**src/design/fms_pkg.sv**
```systemverilog
/*
 Package for the flash mode select and self-program control block.
 Holds mode encodings, strap and link carriers, timing counts.
 Assumes a single 40 MHz system clock and active-low async reset.
*/
package fms_pkg;

    localparam int FMS_FWIN_STD     = 14974;
    localparam int FMS_FWIN_FAST    = 11994;
    localparam int FMS_HANDLER_MAX  = 10;
    localparam int FMS_SLOT_W       = 4;
    localparam logic [1:0] FMS_RESET_PIN_STATE = 2'h0;

    typedef enum logic [1:0] {
        FMS_MODE_NORMAL = 2'b00,
        FMS_MODE_EXTPRG = 2'b01,
        FMS_MODE_PROHIB = 2'b10
    } fms_mode_t;

    typedef enum logic [2:0] {
        FMS_LINK_NONE   = 3'b000,
        FMS_LINK_ASYNC  = 3'b001,
        FMS_LINK_CSI0   = 3'b010,
        FMS_LINK_CSI3   = 3'b011,
        FMS_LINK_CSI0HS = 3'b100,
        FMS_LINK_CSI3HS = 3'b101
    } fms_link_t;

    typedef struct packed {
        logic primary_mode_strap;
        logic auxiliary_mode_strap;
    } fms_strap_t;

    typedef struct packed {
        logic irq_req;
        logic nmi_req;
    } fms_irq_t;

endpackage : fms_pkg

```
**src/design/fms_ctrl.sv**
```systemverilog
/*
 Flash mode select and self-program control: strap latch, firmware
 window, write protect, boot swap, link pins and interrupt dispatch.
 Assumes straps and requests synchronous to sys_clk; reset release is
 seen as the first clocked edge with resetn high.
*/
// Overview of operation
// primary low normal; high/aux low programming
// auxiliary strap ignored while primary is low
// rewrite allowed only while primary strap high
// software returns primary strap low afterwards
// firmware window after reset; strap held low
// unused pins keep reset state in programming
// boot swap exchanges blocks 0/1 with 2/3
// interrupts serviced during flash operation
// ten simple handlers, later ones slower
// custom mode vector sits at RAM start
// handlers registered before flash operations; the code also accepts them while a flash operation is in progress
// programming link pins per selected serial unit
// debug reset held low or open in programming
// only programmer drives reset in programming
// straps sampled once at release, then latched
`timescale 1ns/100ps
module fms_ctrl
    import fms_pkg::*;
#(
    parameter int FWIN_CYCLES = FMS_FWIN_STD,
    parameter int HANDLERS    = FMS_HANDLER_MAX
)(
    // Clock and reset
    input  wire logic               sys_clk,
    input  wire logic               resetn,
    // Straps and link selection
    input  wire fms_strap_t         strap,
    input  wire fms_link_t          link_sel,
    // Self-programming requests
    input  wire logic               rewrite_req,
    input  wire logic               swap_boot_area,
    input  wire logic               register_user_irq_handler,
    input  wire fms_irq_t           irq_in,
    // Status
    output fms_mode_t               mode,
    output logic                    mode_valid,
    output logic                    fw_busy,
    output logic                    rewrite_grant,
    output logic                    swap_active,
    output logic                    pins_reset_state,
    output logic [5:0]              link_pin_en,
    output logic [FMS_SLOT_W-1:0]   handler_count,
    output logic [FMS_SLOT_W-1:0]   dispatch_wait,
    output logic                    irq_ack
);

    localparam int CW = $clog2(FWIN_CYCLES + 1);
    logic          sampled;
    logic [CW-1:0] fw_cnt;
    logic          flash_busy;
    logic [FMS_SLOT_W-1:0] wait_cnt;

    // Straps taken on the first edge after release, held until reset
    always_ff @(posedge sys_clk or negedge resetn)
        if (!resetn)
        begin
            sampled    <= 1'b0;
            mode       <= FMS_MODE_NORMAL;
            mode_valid <= 1'b0;
        end
        else if (!sampled)
        begin
            sampled    <= 1'b1;
            mode_valid <= 1'b1;
            if (!strap.primary_mode_strap)
                mode <= FMS_MODE_NORMAL;
            else if (!strap.auxiliary_mode_strap)
                mode <= FMS_MODE_EXTPRG;
            else
                mode <= FMS_MODE_PROHIB;
        end

    // Boot-swap firmware window; no rewrite grant or boot swap until it ends
    always_ff @(posedge sys_clk or negedge resetn)
        if (!resetn)
        begin
            fw_cnt  <= '0;
            fw_busy <= 1'b1;
        end
        else if (fw_busy)
        begin
            if (fw_cnt == CW'(FWIN_CYCLES - 1))
                fw_busy <= 1'b0;
            fw_cnt <= fw_cnt + 1'b1;
        end

    // Write protect follows the live primary strap
    always_ff @(posedge sys_clk or negedge resetn)
        if (!resetn)
        begin
            rewrite_grant <= 1'b0;
            flash_busy    <= 1'b0;
        end
        else
        begin
            rewrite_grant <= rewrite_req && !fw_busy
                && mode == FMS_MODE_NORMAL
                && strap.primary_mode_strap;
            flash_busy <= rewrite_req && strap.primary_mode_strap;
        end

    // Swap toggles on every cycle that the request is high in normal mode after the window; the boot region flips with it
    always_ff @(posedge sys_clk or negedge resetn)
        if (!resetn)
            swap_active <= 1'b0;
        else if (swap_boot_area && !fw_busy && mode == FMS_MODE_NORMAL)
            swap_active <= ~swap_active;

    // In programming mode, unused pins frozen at reset state and link pins set by serial unit
    always_ff @(posedge sys_clk or negedge resetn)
        if (!resetn)
        begin
            pins_reset_state <= 1'b0;
            link_pin_en      <= '0;
        end
        else
        begin
            pins_reset_state <= (mode == FMS_MODE_EXTPRG);
            link_pin_en <= '0;
            if (mode == FMS_MODE_EXTPRG)
                unique case (link_sel)
                    FMS_LINK_ASYNC:  link_pin_en <= 6'h03;
                    FMS_LINK_CSI0:   link_pin_en <= 6'h07;
                    FMS_LINK_CSI3:   link_pin_en <= 6'h38;
                    FMS_LINK_CSI0HS: link_pin_en <= 6'h0F;
                    FMS_LINK_CSI3HS: link_pin_en <= 6'h3C;
                    default:         link_pin_en <= '0;
                endcase
        end

    // Simple-mode handler table: each later slot costs one more cycle
    always_ff @(posedge sys_clk or negedge resetn)
        if (!resetn)
            handler_count <= '0;
        else if (register_user_irq_handler
                 && handler_count < FMS_SLOT_W'(HANDLERS))
            handler_count <= handler_count + 1'b1;

    // Interrupts served even mid-operation; latency grows with slots
    always_ff @(posedge sys_clk or negedge resetn)
        if (!resetn)
        begin
            wait_cnt      <= '0;
            dispatch_wait <= '0;
            irq_ack       <= 1'b0;
        end
        else
        begin
            irq_ack <= 1'b0;
            if (wait_cnt != '0)
            begin
                wait_cnt <= wait_cnt - 1'b1;
                if (wait_cnt == FMS_SLOT_W'(1))
                    irq_ack <= 1'b1;
            end
            else if ((irq_in.irq_req || irq_in.nmi_req)
                     && handler_count != '0)
            begin
                wait_cnt      <= handler_count;
                dispatch_wait <= handler_count;
            end
        end

    // Checks are silenced while reset is low; $past then sees reset values
    fw_window_a: assert property (
        @(posedge sys_clk) disable iff (!resetn)
        $fell(fw_busy) |-> fw_cnt == CW'(FWIN_CYCLES))
        else $error("firmware window length wrong");
    fw_quiet_a: assert property (
        @(posedge sys_clk) disable iff (!resetn)
        fw_busy |=> !rewrite_grant)
        else $error("rewrite granted inside firmware window");
    grant_strap_a: assert property (
        @(posedge sys_clk) disable iff (!resetn)
        rewrite_grant |-> $past(strap.primary_mode_strap))
        else $error("rewrite granted with strap low");
    mode_held_a: assert property (
        @(posedge sys_clk) disable iff (!resetn)
        mode_valid && $past(mode_valid) |-> $stable(mode))
        else $error("latched mode changed");
    mode_sel_a: assert property (
        @(posedge sys_clk) disable iff (!resetn)
        $rose(mode_valid) && !$past(strap.primary_mode_strap)
        |-> mode == FMS_MODE_NORMAL)
        else $error("low primary strap not normal");
    aux_ignore_a: assert property (
        @(posedge sys_clk) disable iff (!resetn)
        $rose(mode_valid) && !$past(strap.primary_mode_strap)
        && $past(strap.auxiliary_mode_strap) |-> mode == FMS_MODE_NORMAL)
        else $error("auxiliary strap not ignored");
    prohib_sel_a: assert property (
        @(posedge sys_clk) disable iff (!resetn)
        $rose(mode_valid) && $past(strap.primary_mode_strap)
        && $past(strap.auxiliary_mode_strap) |-> mode == FMS_MODE_PROHIB)
        else $error("prohibited straps not flagged");
    pins_frz_a: assert property (
        @(posedge sys_clk) disable iff (!resetn)
        mode_valid && mode == FMS_MODE_EXTPRG |=> pins_reset_state)
        else $error("pins not frozen in programming");
    irq_lat_a: assert property (
        @(posedge sys_clk) disable iff (!resetn)
        wait_cnt == '0 && (irq_in.irq_req || irq_in.nmi_req)
        && handler_count == FMS_SLOT_W'(1) |=> ##1 irq_ack)
        else $error("interrupt not served in time");
    slot_cap_a: assert property (
        @(posedge sys_clk) disable iff (!resetn)
        handler_count <= FMS_SLOT_W'(HANDLERS))
        else $error("handler count over limit");
    swap_cond_a: assert property (
        @(posedge sys_clk) disable iff (!resetn)
        $changed(swap_active) |-> $past(swap_boot_area) && !$past(fw_busy))
        else $error("swap outside request");
    link_off_a: assert property (
        @(posedge sys_clk) disable iff (!resetn)
        mode_valid && mode != FMS_MODE_EXTPRG |=> link_pin_en == '0)
        else $error("link pins in wrong mode");

    swap_c: cover property (@(posedge sys_clk) disable iff (!resetn)
        $rose(swap_active));
    grant_c: cover property (@(posedge sys_clk) disable iff (!resetn)
        rewrite_grant && flash_busy);
    prog_c: cover property (@(posedge sys_clk) disable iff (!resetn)
        $rose(mode_valid) ##0 mode == FMS_MODE_EXTPRG);
    ack_c: cover property (@(posedge sys_clk) disable iff (!resetn)
        irq_ack && flash_busy);

endmodule : fms_ctrl

```
**config.mk**
```make
export PLATFORM = sky130hd
export DESIGN_NAME = fms_ctrl
export DESIGN_NICKNAME = d
export VERILOG_FILES = /design/src/design/fms_pkg.sv /design/src/design/fms_ctrl.sv
export SDC_FILE = /design/constraint.sdc
export NUM_CORES = 1
export LEC_CHECK = 0
export BUFFER_PORTS_ARGS = -buffer_cell sky130_fd_sc_hd__buf_2
export CAP_MARGIN = 20
export CORE_MARGIN = 4
export CORE_UTILIZATION = 43
export CTS_CLUSTER_DIAMETER = 50
export DETAILED_ROUTE_END_ITERATION = 7
export GPL_ROUTABILITY_DRIVEN = 1
export SYNTH_ARGS = -nofsm -noshare
export SYNTH_HDL_FRONTEND = slang
export SYNTH_SLANG_ARGS = --single-unit
```
**constraint.sdc**
```tcl
create_clock -name sys_clk -period 2.6 [get_ports sys_clk]
set_input_delay 0 -clock sys_clk [delete_from_list [all_inputs] [get_ports sys_clk]]
set_output_delay 0 -clock sys_clk [all_outputs]
set_load 0.01 [all_outputs]
```
**After elaboration in Yosys (flattened, before gate mapping)**

Index checks and enable logic that the tools add are counted.

- Bits in registers: 41
- Input port bits: 12
- Output and inout port bits: 22
- Logic and storage cells: 51

- $add $sub $neg: 3
- Order comparisons: 1
- Equality and inequality tests: 8
- Mux-type cells: 10
- Bitwise operators: 2
- Reductions and logical operators: 14

Operators by type and width:

| kind | number |
|---|---|
| 6-bit case mux with 5 select lines | 1 |
| 14-bit by 1-bit adder with 14-bit output (second input constant) | 1 |
| 14-bit equality test (second input constant) | 1 |
| 4-bit two-way mux | 2 |
| 4-bit nonzero test | 2 |
| 1-bit logical AND | 7 |
| 3-bit by 2-bit equality test with 1-bit output (second input constant) | 2 |
| 3-bit equality test (second input constant) | 2 |
| 6-bit two-way mux | 1 |
| 4-bit by 1-bit adder with 4-bit output (second input constant) | 1 |
| 4-bit by 1-bit equality test with 1-bit output (second input constant) | 1 |
| 4-bit < comparator (second input constant) | 1 |
| 1-bit two-way mux | 4 |
| 2-bit two-way mux | 2 |
| 4-bit by 1-bit subtractor with 4-bit output (second input constant) | 1 |
| 3-bit by 1-bit equality test with 1-bit output (second input constant) | 1 |
| 2-bit by 1-bit equality test with 1-bit output (second input constant) | 1 |
| 2-bit logical NOT | 1 |
| 1-bit NOT | 2 |
| 2-bit AND reduction | 1 |
| 2-bit nonzero test | 1 |
| 1-bit logical NOT | 1 |
| 1-bit logical OR | 1 |

**Depth between registers and ports, before layout**

- Word-level depth: 4
- Depth in mapped cells: 6
- Gate-level depth less buffers: 5

**Worst setup path after synthesis**

Ideal clock, no wire load.

- Kind: register to register
- From: register wait_cnt[0]
- To: register wait_cnt[1]
- Setup time: 126 ps
- Arrival time: 1,786 ps
- Setup slack: 689 ps
- Cell stages (with the launch flop): 7
- Buffers on the path: 1
- Cells stage by stage: dfrtp_1 -> inv_1 -> ha_1 -> or3b_1 -> buf_2 -> or4_1 -> o311a_1

- Word-level cells in the longest chain between the ends: 2
- Elaborated cells between the ends (all ways): 4
- Those cells by class: 1 x add/sub; 1 x mux; 2 x reduce/logical

RTL lines:

| item | line | text |
|---|---|---|
| start: declaration | fms_ctrl.sv:58 | `logic [FMS_SLOT_W-1:0] wait_cnt;` |
| start signal: assignment | fms_ctrl.sv:159 | `wait_cnt <= wait_cnt - 1'b1;` |
| start signal: assignment | fms_ctrl.sv:166 | `wait_cnt <= handler_count;` |
| 4-bit by 1-bit subtractor with 4-bit output or 4-bit nonzero test (tied branches) | fms_ctrl.sv:159, fms_ctrl.sv:157 |  |
| 4-bit two-way mux or 2-bit nonzero test (tied branches) | - |  |

Parallel ways exist; a longest one is shown, timed or not.
A chain may end at the register's enable or synchronous reset.

**Worst setup path in the final report**

Same ends and word-level chain as after synthesis.

==> metrics <==
post-synth top area cell=dfrtp_1; Die W=73.2 um; global-route wire length before repair=between 6000 and 7000 um; vias post-DR=around 1,400; Mapped Nets=186; Clk Latency, worst-skew pair=roughly 0.29 ns; Slew @ Worst Pin=around 0.88 ns; final wirelength=between 3000 and 4000 um; dominant synthesized flop cell=dfrtp_1; CP max stage cell=or4_1; Clock Sinks=39; Sequential Area=between 900 and 1000 sq um; Max FO, Critical Path=6; row count=23; clock power share=around 23%; crit start category=flop; drt pass-1 iters=4; Critical Path End=wait_cnt[1]; async set or reset register ratio after synthesis=100%; cell family with most CP delay=simple AND/OR/NAND/NOR gates; area of the multi-input gates=781 sq um; Root Driver=clkbuf_8; Netlist cell types=43; count of final setup violators=0; Syn Area/Cell=about 11 sq um; worst r2r src=wait_cnt[0]; RSZ-0062 raised after global routing=no; simple-gate area share of the yosys netlist=a little under a fifth; vias in the first global route=roughly 1,300; antenna violations before repair=0; number of I/O pins=34; most frequent cells in the layout=38 x dfrtp_1, 33 x buf_2, 14 x nand2_1, 12 x inv_1, 9 x dlygate4sd3_1; Yosys reg bits=39; Cell Pwr Density=approximately 770 nW/um^2; # resized after CTS=0; Net count, final=between 200 and 250; Worst Path Buf+Inv=1; CP Capture Type=flop; synthesis-to-finish area growth=20.3%; critical path depth=5; cell count after synthesis=167; Hold Fails Final Rpt=0; combinational power share=between 20% and 30%; crit path DAT=approximately 2.2 ns; DP HPWL=about 2500 um; Sw Ratio=33.4%; mux contribution to synthesized area=3.01%; # diodes=0; critical path type=reg -> reg; DR WL/cell=about 14 um; Final Power=between 1.5 and 2 mW; top cells by area, synth=dfrtp_1 52%, ha_1 4.8%, xnor2_1 3.8%; Slew Viols, Final=0; largest net degree at the start of global routing=40; Adder-Cell Fraction of Synth Area=around 4.8%; Req. time, crit path=roughly 2.8 ns; Post-Syn Area=1830 sq um; GRT Util Overall=between 10% and 20%; Max Root-Sink Buffers=2; GRT overflow=0; worst-path cell chain=inv_1 > ha_1 > or3b_1 > or4_1 > o311a_1; Post-synth EDFFs=0; Tmin final=a little over 2 ns; Synth top area share=just over 50%; Max Fclk=a little under 500 MHz; Period Utilization, post-route=about four fifths; Final TNS setup=0 ns; die area=5360 sq um; Hold Crit Class=in -> reg; core area=around 4100 sq um; Via density=approximately 5.2; H-tree depth=2; CP startpoint=wait_cnt[0]; worst reg2reg path depth=5; synth warn=0; slew margin rel.=between 40% and 50%; Pleak=between 1 and 1.5 nW; Crit path largest cell delay=roughly 0.56 ns; layout cells sized above 1=between 10% and 20%; VDD IR max=approximately 0.4 mV; Worst R2R End=wait_cnt[1]; ANT nets after route=0; register clock-pin slew on the reported worst setup and hold paths=0.07 ns; post-synthesis compound-gate area fraction=between 8 and 9%; total CTS buffers=5; clock skew=around 0.0018 ns; Core Util, Final=54.3%; RD Place Congestion=about 0.73; Starting DRT DRC Count=63; switching power=roughly 0.57 mW; initial core utilization=a little under half; R2R setup slack=approximately 0.54 ns; port buffer count=33; largest family of logic cells by synthesized area=simple AND/OR/NAND/NOR gates; Internal=1.13 mW; XOR/XNOR share of the synthesized area=about 7.7%; CTS tree=yes; outcome=completed; max cap viols=0; Die H=approximately 73 um; commonest non-fill, non-tap cell in the layout=dfrtp_1; Seq pwr share=50.3%; DR DRC count=0; Filler cells=about 380; register area share after synthesis=a little over half
## worst reg2reg max path, cell delays in order (launching register included)
cell and delay (ns):
dfrtp_1 0.42, inv_1 0.11, ha_1 0.24, or3b_1 0.49, or4_1 0.56, o311a_1 0.14
## cells by family (layout without fill, tap and decap cells)
group           Yosys count  after routing
simple gates             59             59
flops                    39             39
compound gates           23             23
buf+inv                  17             62
xor+xnor                 16             16
fa+ha+maj                 7              7
mux                       5              5
other cells               1              1
## how the worst min path moves through the flow
stage                            from          endpoint  cells past startpoint
final                     link_sel[2]    link_pin_en[2]                      3
after floorplan                resetn  dispatch_wait[0]                      0
after global placement         resetn           irq_ack                      1
after global routing      link_sel[2]    link_pin_en[2]                      3
after CTS                 link_sel[0]    link_pin_en[4]                      2
after detailed placement       resetn       wait_cnt[2]                      1
## power groups by stage
stage               registers (mW)  clock network, mW  logic (mW)
finish                       0.853              0.391       0.454
global route                 0.875              0.444       0.512
CTS                          0.853              0.408       0.461
detailed placement           0.866                  0       0.445
global placement             0.856                  0       0.431
floorplan                    0.862                  0       0.272
## sequential cells by signal, indices dropped and copies added (netlist names)
name / flops
mode_valid: 1
irq_ack: 1
swap_active: 1
pins_reset_state: 1
sampled: 1
fw_cnt: 14
rewrite_grant: 1
wait_cnt: 4
dispatch_wait: 4
handler_count: 4
fw_busy: 1
mode: 2
link_pin_en: 4
## cells in the mapped netlist (all sizes together) (3+ instances only)
cell    number
dfrtp       38
xnor2        8
nor2         7
nand2       14
a21oi        3
xor2         8
nor4         4
nand3        5
nor3         6
nand2b       5
buf          3
inv         12
ha           7
mux2         4
nand4        6
o21ai        8
## through the flow
stage / cells / hold slack (ns) / setup slack [ns] / instance area, sq um
2_1_floorplan: 167 / -0.296 / 0.689 / 1830
3_3_place_gp: 245 / 0.152 / 0.646 / 2030
3_5_place_dp: 245 / 0.159 / 0.592 / 2030
4_1_cts: 261 / 0.00366 / 0.560 / 2190
5_1_grt: 262 / 0.0231 / 0.467 / 2200
6_report: 262 / 0.0253 / 0.545 / 2200
## repair_timing
action                                 4_1_cts  5_1_grt
endpoints found under the hold margin       44        1
hold buffers                                 8        1
setup buffers                                0        0
## layout make-up
class	instances	share of cell area, %
sequential	39	44.4
inverter	12	2.05
clock inverter	1	0.227
timing repair buffer	42	11.6
tap	50	2.84
multi-input combinational	111	35.5
clock buffer	7	3.47
## layer usage
metal	part of all wire, %	vias to the layer above	global-route usage [%]
li1	-	665	-
met1	44	666	17.6
met4	2.1	0	5.74
met3	5.2	7	5.51
met5	0	-	0
met2	49	30	25.5
Power figures use the tool's default switching activity.
